[config.mk]
export PLATFORM = sky130hd
export DESIGN_NAME = core_host
export DESIGN_NICKNAME = d
export VERILOG_FILES = /design/src/core_host_pkg.sv /design/src/core_host.sv /design/src/cycle_timer.sv
export SDC_FILE = /design/constraint.sdc
export NUM_CORES = 1
export LEC_CHECK = 0
export BUFFER_PORTS_ARGS = -buffer_cell sky130_fd_sc_hd__clkbuf_2
export CORE_MARGIN = 5
export CORE_UTILIZATION = 35
export CTS_CLUSTER_SIZE = 25
export DETAILED_ROUTE_END_ITERATION = 16
export HOLD_SLACK_MARGIN = 0.12
export PLACE_DENSITY = 0.71
export SLEW_MARGIN = 20
export SYNTH_ARGS = -nofsm -noshare
export SYNTH_HDL_FRONTEND = slang
export SYNTH_HIERARCHICAL = 1
export SYNTH_SLANG_ARGS = --single-unit
[constraint.sdc]
create_clock -name clk -period 5.8 [get_ports clk]
set_input_delay 0.29 -clock clk [delete_from_list [all_inputs] [get_ports clk]]
set_output_delay 0.29 -clock clk [all_outputs]
set_load 0.005 [all_outputs]
[src/core_host_pkg.sv]
package core_host_pkg;
  localparam int CLK_MHZ          = 25;
  localparam int ADDR_W           = 10;
  localparam int DATA_W           = 24;
  // Times in nanoseconds
  localparam int BUF_CYCLE_NS     = 5000;
  localparam int MEM_CYCLE_NS     = 8000;
  localparam int DRIVE_AT_NS      = 1000;
  localparam int ADDR_VALID_NS    = 1500;
  localparam int READ_VALID_NS    = 4000;
  localparam int SETUP_NS         = 80;
  localparam int BUF_CYCLE_CYC    = (BUF_CYCLE_NS * CLK_MHZ + 999) / 1000;
  localparam int MEM_CYCLE_CYC    = (MEM_CYCLE_NS * CLK_MHZ + 999) / 1000;
  localparam int ADDR_VALID_CYC   = (ADDR_VALID_NS * CLK_MHZ + 999) / 1000;
  localparam int READ_VALID_CYC   = (READ_VALID_NS * CLK_MHZ + 999) / 1000;
  localparam int SETUP_CYC        = (SETUP_NS * CLK_MHZ + 999) / 1000;
  localparam int CNT_W            = 9;

  typedef enum logic [2:0] {
    op_load   = 3'h0,
    op_unload = 3'h1,
    op_cwrite = 3'h2,
    op_rrest  = 3'h3,
    op_count  = 3'h4,
    op_swap   = 3'h5,
    op_mclear = 3'h6
  } op_t;

  typedef enum logic [2:0] {
    st_idle  = 3'h0,
    st_setup = 3'h1,
    st_sync  = 3'h3,
    st_wait  = 3'h2,
    st_done  = 3'h6
  } state_t;
endpackage : core_host_pkg

[src/core_host.sv]
`timescale 1ns/1ps
`default_nettype none
// Summary of operation
// - Host gives a count pulse plus forward or reverse level per step unless auto interlace is fitted.
// - Host issues one swap pulse per swap unless auto interlace is fitted.
// - Host sets levels before zero time, pulses strobes at zero time.
// - Host should unload or clear a location before loading it; core_host issues each load as commanded and never unloads or clears first.
module core_host (
  input  wire logic                                clk,           // 25 MHz clock
  input  wire logic                                rst_b,         // Async reset, low
  input  wire logic                                cmd_valid,     // Command request
  input  wire core_host_pkg::op_t                  cmd_op,        // Command kind
  input  wire logic [core_host_pkg::ADDR_W-1:0]    cmd_addr,      // Address for cycle
  input  wire logic [core_host_pkg::DATA_W-1:0]    cmd_data,      // Word to store
  input  wire logic                                cmd_use_addr,  // Strobe address in
  input  wire logic                                cmd_reverse,   // Count downward
  input  wire logic                                auto_interlace,// Interlace option on
  output logic                                     cmd_ready,     // Idle, may accept
  output logic                                     rsp_valid,     // Cycle finished pulse
  output logic      [core_host_pkg::DATA_W-1:0]    rsp_data,      // Word read back
  output logic      [core_host_pkg::ADDR_W-1:0]    rsp_addr,      // Address out sampled
  output logic      [core_host_pkg::ADDR_W-1:0]    addr_lines,    // Address levels
  output logic      [core_host_pkg::DATA_W-1:0]    data_lines,    // Data levels
  output logic                                     addr_strobe,   // Address strobe
  output logic                                     data_strobe,   // Data strobe
  output logic                                     load_sync,     // Load sync pulse
  output logic                                     unload_sync,   // Unload sync pulse
  output logic                                     core_store_mode_level, // Memory mode
  output logic                                     count_pulse,   // Step request
  output logic                                     fwd_level,     // Forward direction
  output logic                                     swap_pulse,    // Swap request
  output logic                                     master_clear,  // Master clear pulse
  output logic                                     auto_interlace_option, // Option level
  input  wire logic [core_host_pkg::ADDR_W-1:0]    addr_out,      // Device address out
  input  wire logic [core_host_pkg::DATA_W-1:0]    info_out       // Device data out
);
  logic                              rst_meta;
  logic                              rst_n;
  core_host_pkg::state_t             state;
  core_host_pkg::op_t                op;
  logic [core_host_pkg::CNT_W-1:0]   limit;
  logic [core_host_pkg::CNT_W-1:0]   count;
  logic                              expired;
  logic                              start;

  always_ff @(posedge clk or negedge rst_b) begin
    if (!rst_b) begin
      rst_meta <= 1'b0;
      rst_n    <= 1'b0;
    end else begin
      rst_meta <= 1'b1;
      rst_n    <= rst_meta;
    end
  end

  function automatic logic [core_host_pkg::CNT_W-1:0] cycle_len(input core_host_pkg::op_t o);
    case (o)
      core_host_pkg::op_cwrite,
      core_host_pkg::op_rrest:  cycle_len = core_host_pkg::CNT_W'(core_host_pkg::MEM_CYCLE_CYC);
      default:                  cycle_len = core_host_pkg::CNT_W'(core_host_pkg::BUF_CYCLE_CYC);
    endcase
  endfunction : cycle_len

  function automatic logic is_read(input core_host_pkg::op_t o);
    is_read = (o == core_host_pkg::op_unload) || (o == core_host_pkg::op_rrest);
  endfunction : is_read

  function automatic logic is_write(input core_host_pkg::op_t o);
    is_write = (o == core_host_pkg::op_load) || (o == core_host_pkg::op_cwrite);
  endfunction : is_write

  function automatic logic is_mem(input core_host_pkg::op_t o);
    is_mem = (o == core_host_pkg::op_cwrite) || (o == core_host_pkg::op_rrest);
  endfunction : is_mem

  assign cmd_ready = (state == core_host_pkg::st_idle);
  assign start     = (state == core_host_pkg::st_setup) && expired;

  cycle_timer u_timer (
    .clk     (clk),
    .rst_n   (rst_n),
    .start   (start || (cmd_ready && cmd_valid)),
    .limit   (limit),
    .count   (count),
    .expired (expired)
  );

  // Command kind held for the whole cycle
  always_ff @(posedge clk or negedge rst_n) begin
    if (!rst_n) begin
      op <= core_host_pkg::op_load;
    end else if (cmd_ready && cmd_valid) begin
      op <= cmd_op;
    end
  end

  // Timer bound: setup first, then the body less the sync and done states
  always_ff @(posedge clk or negedge rst_n) begin
    if (!rst_n) begin
      limit <= '0;
    end else if (cmd_ready && cmd_valid) begin
      limit <= core_host_pkg::CNT_W'(core_host_pkg::SETUP_CYC);
    end else if (state == core_host_pkg::st_sync) begin
      limit <= cycle_len(op) - core_host_pkg::CNT_W'(2);
    end
  end

  // Sequencer: setup, zero-time pulse, then hold off for the device cycle
  always_ff @(posedge clk or negedge rst_n) begin
    if (!rst_n) begin
      state <= core_host_pkg::st_idle;
    end else begin
      case (state)
        core_host_pkg::st_idle: begin
          if (cmd_valid) begin
            state <= core_host_pkg::st_setup;
          end
        end
        core_host_pkg::st_setup: begin
          if (expired) begin
            state <= core_host_pkg::st_sync;
          end
        end
        core_host_pkg::st_sync: begin
          state <= core_host_pkg::st_wait;
        end
        core_host_pkg::st_wait: begin
          if (expired) begin
            state <= core_host_pkg::st_done;
          end
        end
        core_host_pkg::st_done: state <= core_host_pkg::st_idle;
        default:                state <= core_host_pkg::st_idle;
      endcase
    end
  end

  // Levels settle before zero time and stay through the cycle
  always_ff @(posedge clk or negedge rst_n) begin
    if (!rst_n) begin
      addr_lines            <= '0;
      data_lines            <= '0;
      core_store_mode_level <= 1'b0;
      fwd_level             <= 1'b1;
      auto_interlace_option <= 1'b0;
    end else if (cmd_ready && cmd_valid) begin
      addr_lines            <= cmd_addr;
      data_lines            <= cmd_data; // loaded words are ORed unless cleared first; core writes replace
      core_store_mode_level <= is_mem(cmd_op);
      fwd_level             <= !cmd_reverse;
      auto_interlace_option <= auto_interlace;
    end
  end

  // Zero-time pulses, one clock wide
  always_ff @(posedge clk or negedge rst_n) begin
    if (!rst_n) begin
      addr_strobe  <= 1'b0;
      data_strobe  <= 1'b0;
      load_sync    <= 1'b0;
      unload_sync  <= 1'b0;
      count_pulse  <= 1'b0;
      swap_pulse   <= 1'b0;
      master_clear <= 1'b0;
    end else begin
      // Select read live at zero time, so the user holds it through setup
      addr_strobe  <= start && cmd_use_addr && (op <= core_host_pkg::op_rrest);
      data_strobe  <= start && is_write(op);
      // Direction and phase flags in the device follow these syncs
      load_sync    <= start && is_write(op);
      unload_sync  <= start && is_read(op);
      count_pulse  <= start && (op == core_host_pkg::op_count) && !auto_interlace_option;
      swap_pulse   <= start && (op == core_host_pkg::op_swap) && !auto_interlace_option;
      master_clear <= start && (op == core_host_pkg::op_mclear);
    end
  end

  // Address valid 1.5 us after the sync launch edge
  always_ff @(posedge clk or negedge rst_n) begin
    if (!rst_n) begin
      rsp_addr <= '0;
    end else if (state == core_host_pkg::st_wait &&
                 count == core_host_pkg::CNT_W'(core_host_pkg::ADDR_VALID_CYC - 1)) begin
      rsp_addr <= addr_out;
    end
  end

  // Read data valid at 4 us; writes leave the last word read in place
  always_ff @(posedge clk or negedge rst_n) begin
    if (!rst_n) begin
      rsp_data <= '0;
    end else if (state == core_host_pkg::st_wait && is_read(op) &&
                 count == core_host_pkg::CNT_W'(core_host_pkg::READ_VALID_CYC - 1)) begin
      rsp_data <= info_out;
    end
  end

  always_ff @(posedge clk or negedge rst_n) begin
    if (!rst_n) begin
      rsp_valid <= 1'b0;
    end else begin
      rsp_valid <= (state == core_host_pkg::st_done);
    end
  end
endmodule : core_host
`default_nettype wire

[src/cycle_timer.sv]
`timescale 1ns/1ps
`default_nettype none
module cycle_timer (
  input  wire logic                          clk,     // System clock
  input  wire logic                          rst_n,   // Synchronised reset
  input  wire logic                          start,   // Restart count at zero
  input  wire logic [core_host_pkg::CNT_W-1:0] limit, // Terminal count
  output logic      [core_host_pkg::CNT_W-1:0] count, // Cycles since start
  output logic                               expired  // Count reached limit
);
  always_ff @(posedge clk or negedge rst_n) begin
    if (!rst_n) begin
      count <= '0;
    end else if (start) begin
      count <= '0;
    end else if (!expired) begin
      count <= count + 1'b1;
    end
  end

  assign expired = (count >= limit);
endmodule : cycle_timer
`default_nettype wire
* Yosys cells after proc, flatten, opt, wreduce, memory -nomap -nowiden
Cells that the tools add are included.
Storage, ports and cells: bits in read-only memories 0, flip-flop bits (word level) 104, output and inout port bits 80, RAM bits 0, memories kept 0, input port bits 77, bits in latches 0
Operators by class: bitwise operators 0, reduce and logical (&&, ||, !) cells 25, multiplexer cells 11, $mul 0, div/mod/pow operators 0, shift operators 0, add/sub/neg operators 2, $lt $le $gt $ge 2, eq/ne operators 18
Operator list (count):
- 9-bit 2-to-1 mux | 6
- 3-bit by 2-bit equality test with 1-bit output (second input constant) | 6
- 1-bit logical AND | 14
- 3-bit equality test (second input constant) | 4
- 3-bit one-hot mux with 4 select lines | 1
- 9-bit by 1-bit adder with 9-bit output (second input constant) | 1
- 9-bit by 6-bit equality test with 1-bit output (second input constant) | 1
- 9-bit by 7-bit equality test with 1-bit output (second input constant) | 1
- 9-bit >= comparator | 1
- 3-bit 2-to-1 mux | 3
- 9-bit by 2-bit subtractor with 9-bit output (second input constant) | 1
- 8-bit 2-to-1 mux | 1
- 3-bit by 1-bit equality test with 1-bit output (second input constant) | 2
- 3-bit zero test | 2
- 2-bit != test (second input constant) | 3
- 1-bit logical OR | 4
- 3-bit by 2-bit <= comparator with 1-bit output (second input constant) | 1
- 3-bit AND reduction | 1
- 1-bit zero test | 2
- 2-bit by 1-bit != test with 1-bit output (second input constant) | 1
- 2-bit nonzero test | 1
- 2-bit OR reduction | 1

* Longest topological paths before layout
depth after elaboration 8, mapped depth 12, gate-level depth less buffers 10

* By module
Netlist, hierarchy kept.
Modules (own cells, without submodules):
- core_host | area an instance 3448.3 µm², cells each 219, instances 1, sequential area each 2253.4 µm²
- cycle_timer | area an instance 735.7 µm², cells each 84, instances 1, sequential area each 225.2 µm²

* Worst setup path before layout
OpenSTA, ideal clock, no wires.
path kind register -> register, from reg u_timer/count[6] (netlist bit), to reg u_timer/count[6] (netlist bit), cell stages (with the launch flop) 12, arrival 2.454 ns, clock period less this slack 2.578 ns, setup slack 3.222 ns, setup time 0.125 ns, cell sequence dfrtp_1 -> ha_1 -> and4_4 -> nor2b_1 -> buf_2 -> inv_1 -> nand2_1 -> nand2_1 -> a21boi_0 -> clkbuf_1 -> nor2_1 -> mux2_2
On the way: longest elaborated chain between the ends 4
RTL lines:
- from (decl) | line cycle_timer.sv:8 | output logic [core_host_pkg::CNT_W-1:0] count,
- from (signal assigned) | line cycle_timer.sv:17 | count <= count + 1'b1;
- 9-bit >= comparator * | line cycle_timer.sv:21 | assign expired = (count >= limit);
- net expired | line core_host.sv:43 | logic expired;
- 1-bit logical AND | line core_host.sv:77 | assign start = (state == core_host_pkg::st_setup) && expired;
- 1-bit logical OR | line core_host.sv:82 | .start (start || (cmd_ready && cmd_valid)),
- 2-bit by 1-bit != test with 1-bit output (no line) or 9-bit 2-to-1 mux (tied branches)
The timed path passes the listed nets; every way through them passes the cells marked *. The select of a mux whose other input is x is not followed. A chain may end at the register's enable or synchronous reset.

* Worst setup path in the final report
from reg u_timer/count[6] (netlist bit), to reg u_timer/count[2] (netlist bit)
Same word-level chain as after synthesis.

==> impl_results.md <==
- Sequential share of power: 43.7%
- Count of flip-flops with a built-in enable after synthesis: 0
- Sw frac: 29.96%
- Total vias in the final route: 2967
- Synth top cells by count: dfrtp_1, mux2_2, inv_1
- Dominant cell type by area after synthesis: dfrtp_1
- Synthesized Nets: 390
- Hold violation count in the final report: 0
- Placed Instance Area: 5089 um2
- FFs w/ async S/R, synth: 100.0%
- Adder-cell share of the synthesized area: 2.990%
- Overall power: 0.002364 W
- Routability cong.: 0.8287
- Mux contribution to synthesized area: 20.45%
- Leakage Power: 2.827 nW
- Synth top area cells: dfrtp_1, mux2_2, ha_1
- Mean Syn Cell Area: 13.81 um2
- Clk sink count: 99
- P_sw: 0.0007082 W
- Initial antenna violation count: 0
- DRT Pass-1 Iters: 4
- TritonCTS clock tree: done
- Die H: 119.3 um
- Drt total wl: 9391 um
- Mapped Cells: 303
- CP max FO: 13
- Pint: 0.001656 W
- Synth Register Bits: 99
- Total track usage: 13.65%
- Post-synthesis sequential area ratio: 59.24%
- Crit path launch type: flop
- Most common cell on crit path: nand2_1
- Resized Gates After CTS: 0
- Vias/cell: 4.840
- Chip Width: 119.3 um
- Fillers: 1085
- Post-DP HPWL: 7033 um
- Max Buffers Root-to-Sink: 2
- Max incr delay on CP: 0.57 ns
- Worst path bufs/invs: 2
- Synth Area in Compound Gates: 3.529%
- XOR/XNOR Fraction of Synth Area: 0%
- PD cells: 432.6 nW/um2
- Num CTS Buffers: 9
- Max Clock Skew: 0.005972 ns
- IO Pins: 157
- # setup viols final: 0
- Die ar.: 14240 um2
- Input/output buffers: 156
- Worst Setup Path Type: reg2reg
- Core area: 11860 um2
- Worst skew pair latency: 0.34 ns
- Drt drc: 0
- Outcome: finished, final reports clean
- Critical path cell sequence: ha_1 > and4_4 > nor2b_1 > inv_1 > nand2_1 > nand2_1 > a21boi_0 > buf_4 > nor2_1 > mux2_2
- Share of total power in combinational logic: 27.1%
- Crit path time final: 2.855 ns
- Worst EP required: 6.03 ns
- Critical path's slowest cell: nor2b_1
- Most frequent cell after synthesis: dfrtp_1
- Max-slew headroom: 50.66%
- Clk slew on worst S/H paths: 0.07 ns
- RSZ-0062 raised after global routing: false
- Initial core utilization: 35.27%
- Peak Freq: 350.3 MHz
- Crit-path leading delay family: simple AND/OR/NAND/NOR gates
- Drt wl/cell: 15.32 um
- Final std cell area, no fill: 5465 um2
- Critical Path AT: 3.08 ns
- Area growth from synthesis to layout: 30.62%
- Slew Limit Fails: 0
- Final worst-path cycle share: 49.22%
- Primary FF master, synth: dfrtp_1
- First DRT Iteration DRCs: 175
- Detail Route Antenna Nets: 0
- Clock Power Share: 29.1%
- Worst Hold Class: in2reg
- Share of layout cells above drive strength 1: 55.36%
- Count of different cell masters after synthesis: 43
- Post-route setup TNS: 0 ns
- Maxcap violations: 0
- Worst ir drop on vdd: 0.0002501 V
- Pin count of the biggest net entering global routing: 82
- Nets: 548
- Post-synth top area share: 58.61%
- First-pass GRT wire length: 15590 um
- Setup crit end kind: flop
- Yosys warns: 6
- H-tree Lvls: 3
- Main combinational cell family by area after synthesis: multiplexers
- Vias in the first global route: 3154
- Mapped Area: 4184 um2
- Antenna cells: 0
- Slew at the pin closest to its max-slew limit: 0.7401 ns
- # rows: 40
- Setup repair bufs after CTS: 0
- Remaining Overflow, GRT: 0
- Post-Synth Simple-Gate Area: 10.56%
- Clock Root Buffer: clkbuf_16
-- what timing repair did --
item / in CTS / in global routing
hold buffers: 2 / 0
endpoints found under the hold margin: 3 / 0
endpoints found under the setup margin: 0 / 0
-- layout by cell type (no fill, tap or decap), types with 4 or more instances in the layout --
cell and instances:
ha_1 10, dfrtp_1 97, clkbuf_2 156, clkbuf_16 9
nor2_1 8, o21ai_0 4, nand2_1 9, nand3_1 6
mux2_2 74, a21oi_1 9, inv_1 11, nor3_1 4
nor2b_1 7
-- through the flow --
| stage | instances | hold WS [ns] | util (%) | worst slack (ns) |
|---|---|---|---|---|
| after floorplan | 303 | -0.005591 | - | 2.840 |
| after global placement | 595 | 0.07724 | 42.90 | 3.098 |
| after detailed placement | 595 | 0.08167 | 42.90 | 3.002 |
| after CTS | 613 | 0.1526 | 46.01 | 2.982 |
| after global routing | 613 | 0.1579 | 46.08 | 2.664 |
| final | 613 | 0.1652 | 46.08 | 2.945 |
-- power by group through the flow --
stage	combinational, W	clock, W	sequential [W]
after global placement	0.000631	0	0.00103
after floorplan	0.000400	0	0.00101
after global routing	0.000718	0.000741	0.00107
after CTS	0.000654	0.000712	0.00103
final	0.000642	0.000689	0.00103
after detailed placement	0.000651	0	0.00105
-- final cells by class --
class | instances | area, um2 | share of cell area, %
multi-input cells | 179 | 1582 | 28.94
inverters | 11 | 41.29 | 0.7555
well taps | 147 | 183.9 | 3.365
flip-flops and latches | 99 | 2482 | 45.42
repair buffers | 161 | 827.0 | 15.13
clock buffers | 9 | 225.2 | 4.121
clock inverters | 7 | 123.9 | 2.266
-- state kept, by name, indices dropped and copies added, names as in the netlist, 3 cells and up --
name	cells
op	3
rsp_addr	10
data_lines	24
addr_lines	10
u_timer/count	9
state	3
rsp_data	24
limit	4
-- logic make-up after synthesis --
| group | count (synthesis) |
|---|---|
| fa+ha+maj | 10 |
| compound gates | 24 |
| other cells | 2 |
| mux | 76 |
| flops | 99 |
| buf+inv | 25 |
| simple gates | 67 |
-- worst paths after layout --
path | from | endpoint | slack [ns] | depth (start not counted)
hold reg to reg | rst_n$_DFF_PN0_ | rsp_addr[7]$_DFFE_PN0P_ | 0.18 | 0
setup / recovery | u_timer/count[6]$_DFFE_PN0P_ | u_timer/count[2]$_DFFE_PN0P_ | 2.94 | 10
setup reg to reg | u_timer/count[6]$_DFFE_PN0P_ | u_timer/count[2]$_DFFE_PN0P_ | 2.94 | 10
min in group asynchronous | rst_n$_DFF_PN0_ | rsp_addr[7]$_DFFE_PN0P_ | 0.18 | 0
max in group asynchronous | rst_n$_DFF_PN0_ | rsp_valid$_DFF_PN0_ | 4.62 | 1
hold / removal | info_out[10] | rsp_data[10]$_DFFE_PN0P_ | 0.17 | 2
-- metal layers --
| layer | up-vias | wire, um | track usage, % |
|---|---|---|---|
| met3 | 15 | 750 | 5.128 |
| met4 | 0 | 155 | 4.510 |
| met1 | 1454 | 3719 | 15.65 |
| met5 | - | 0 | 0 |
| met2 | 106 | 4765 | 23.49 |
| li1 | 1392 | - | - |
No activity file was read; power rests on OpenSTA's default activity.
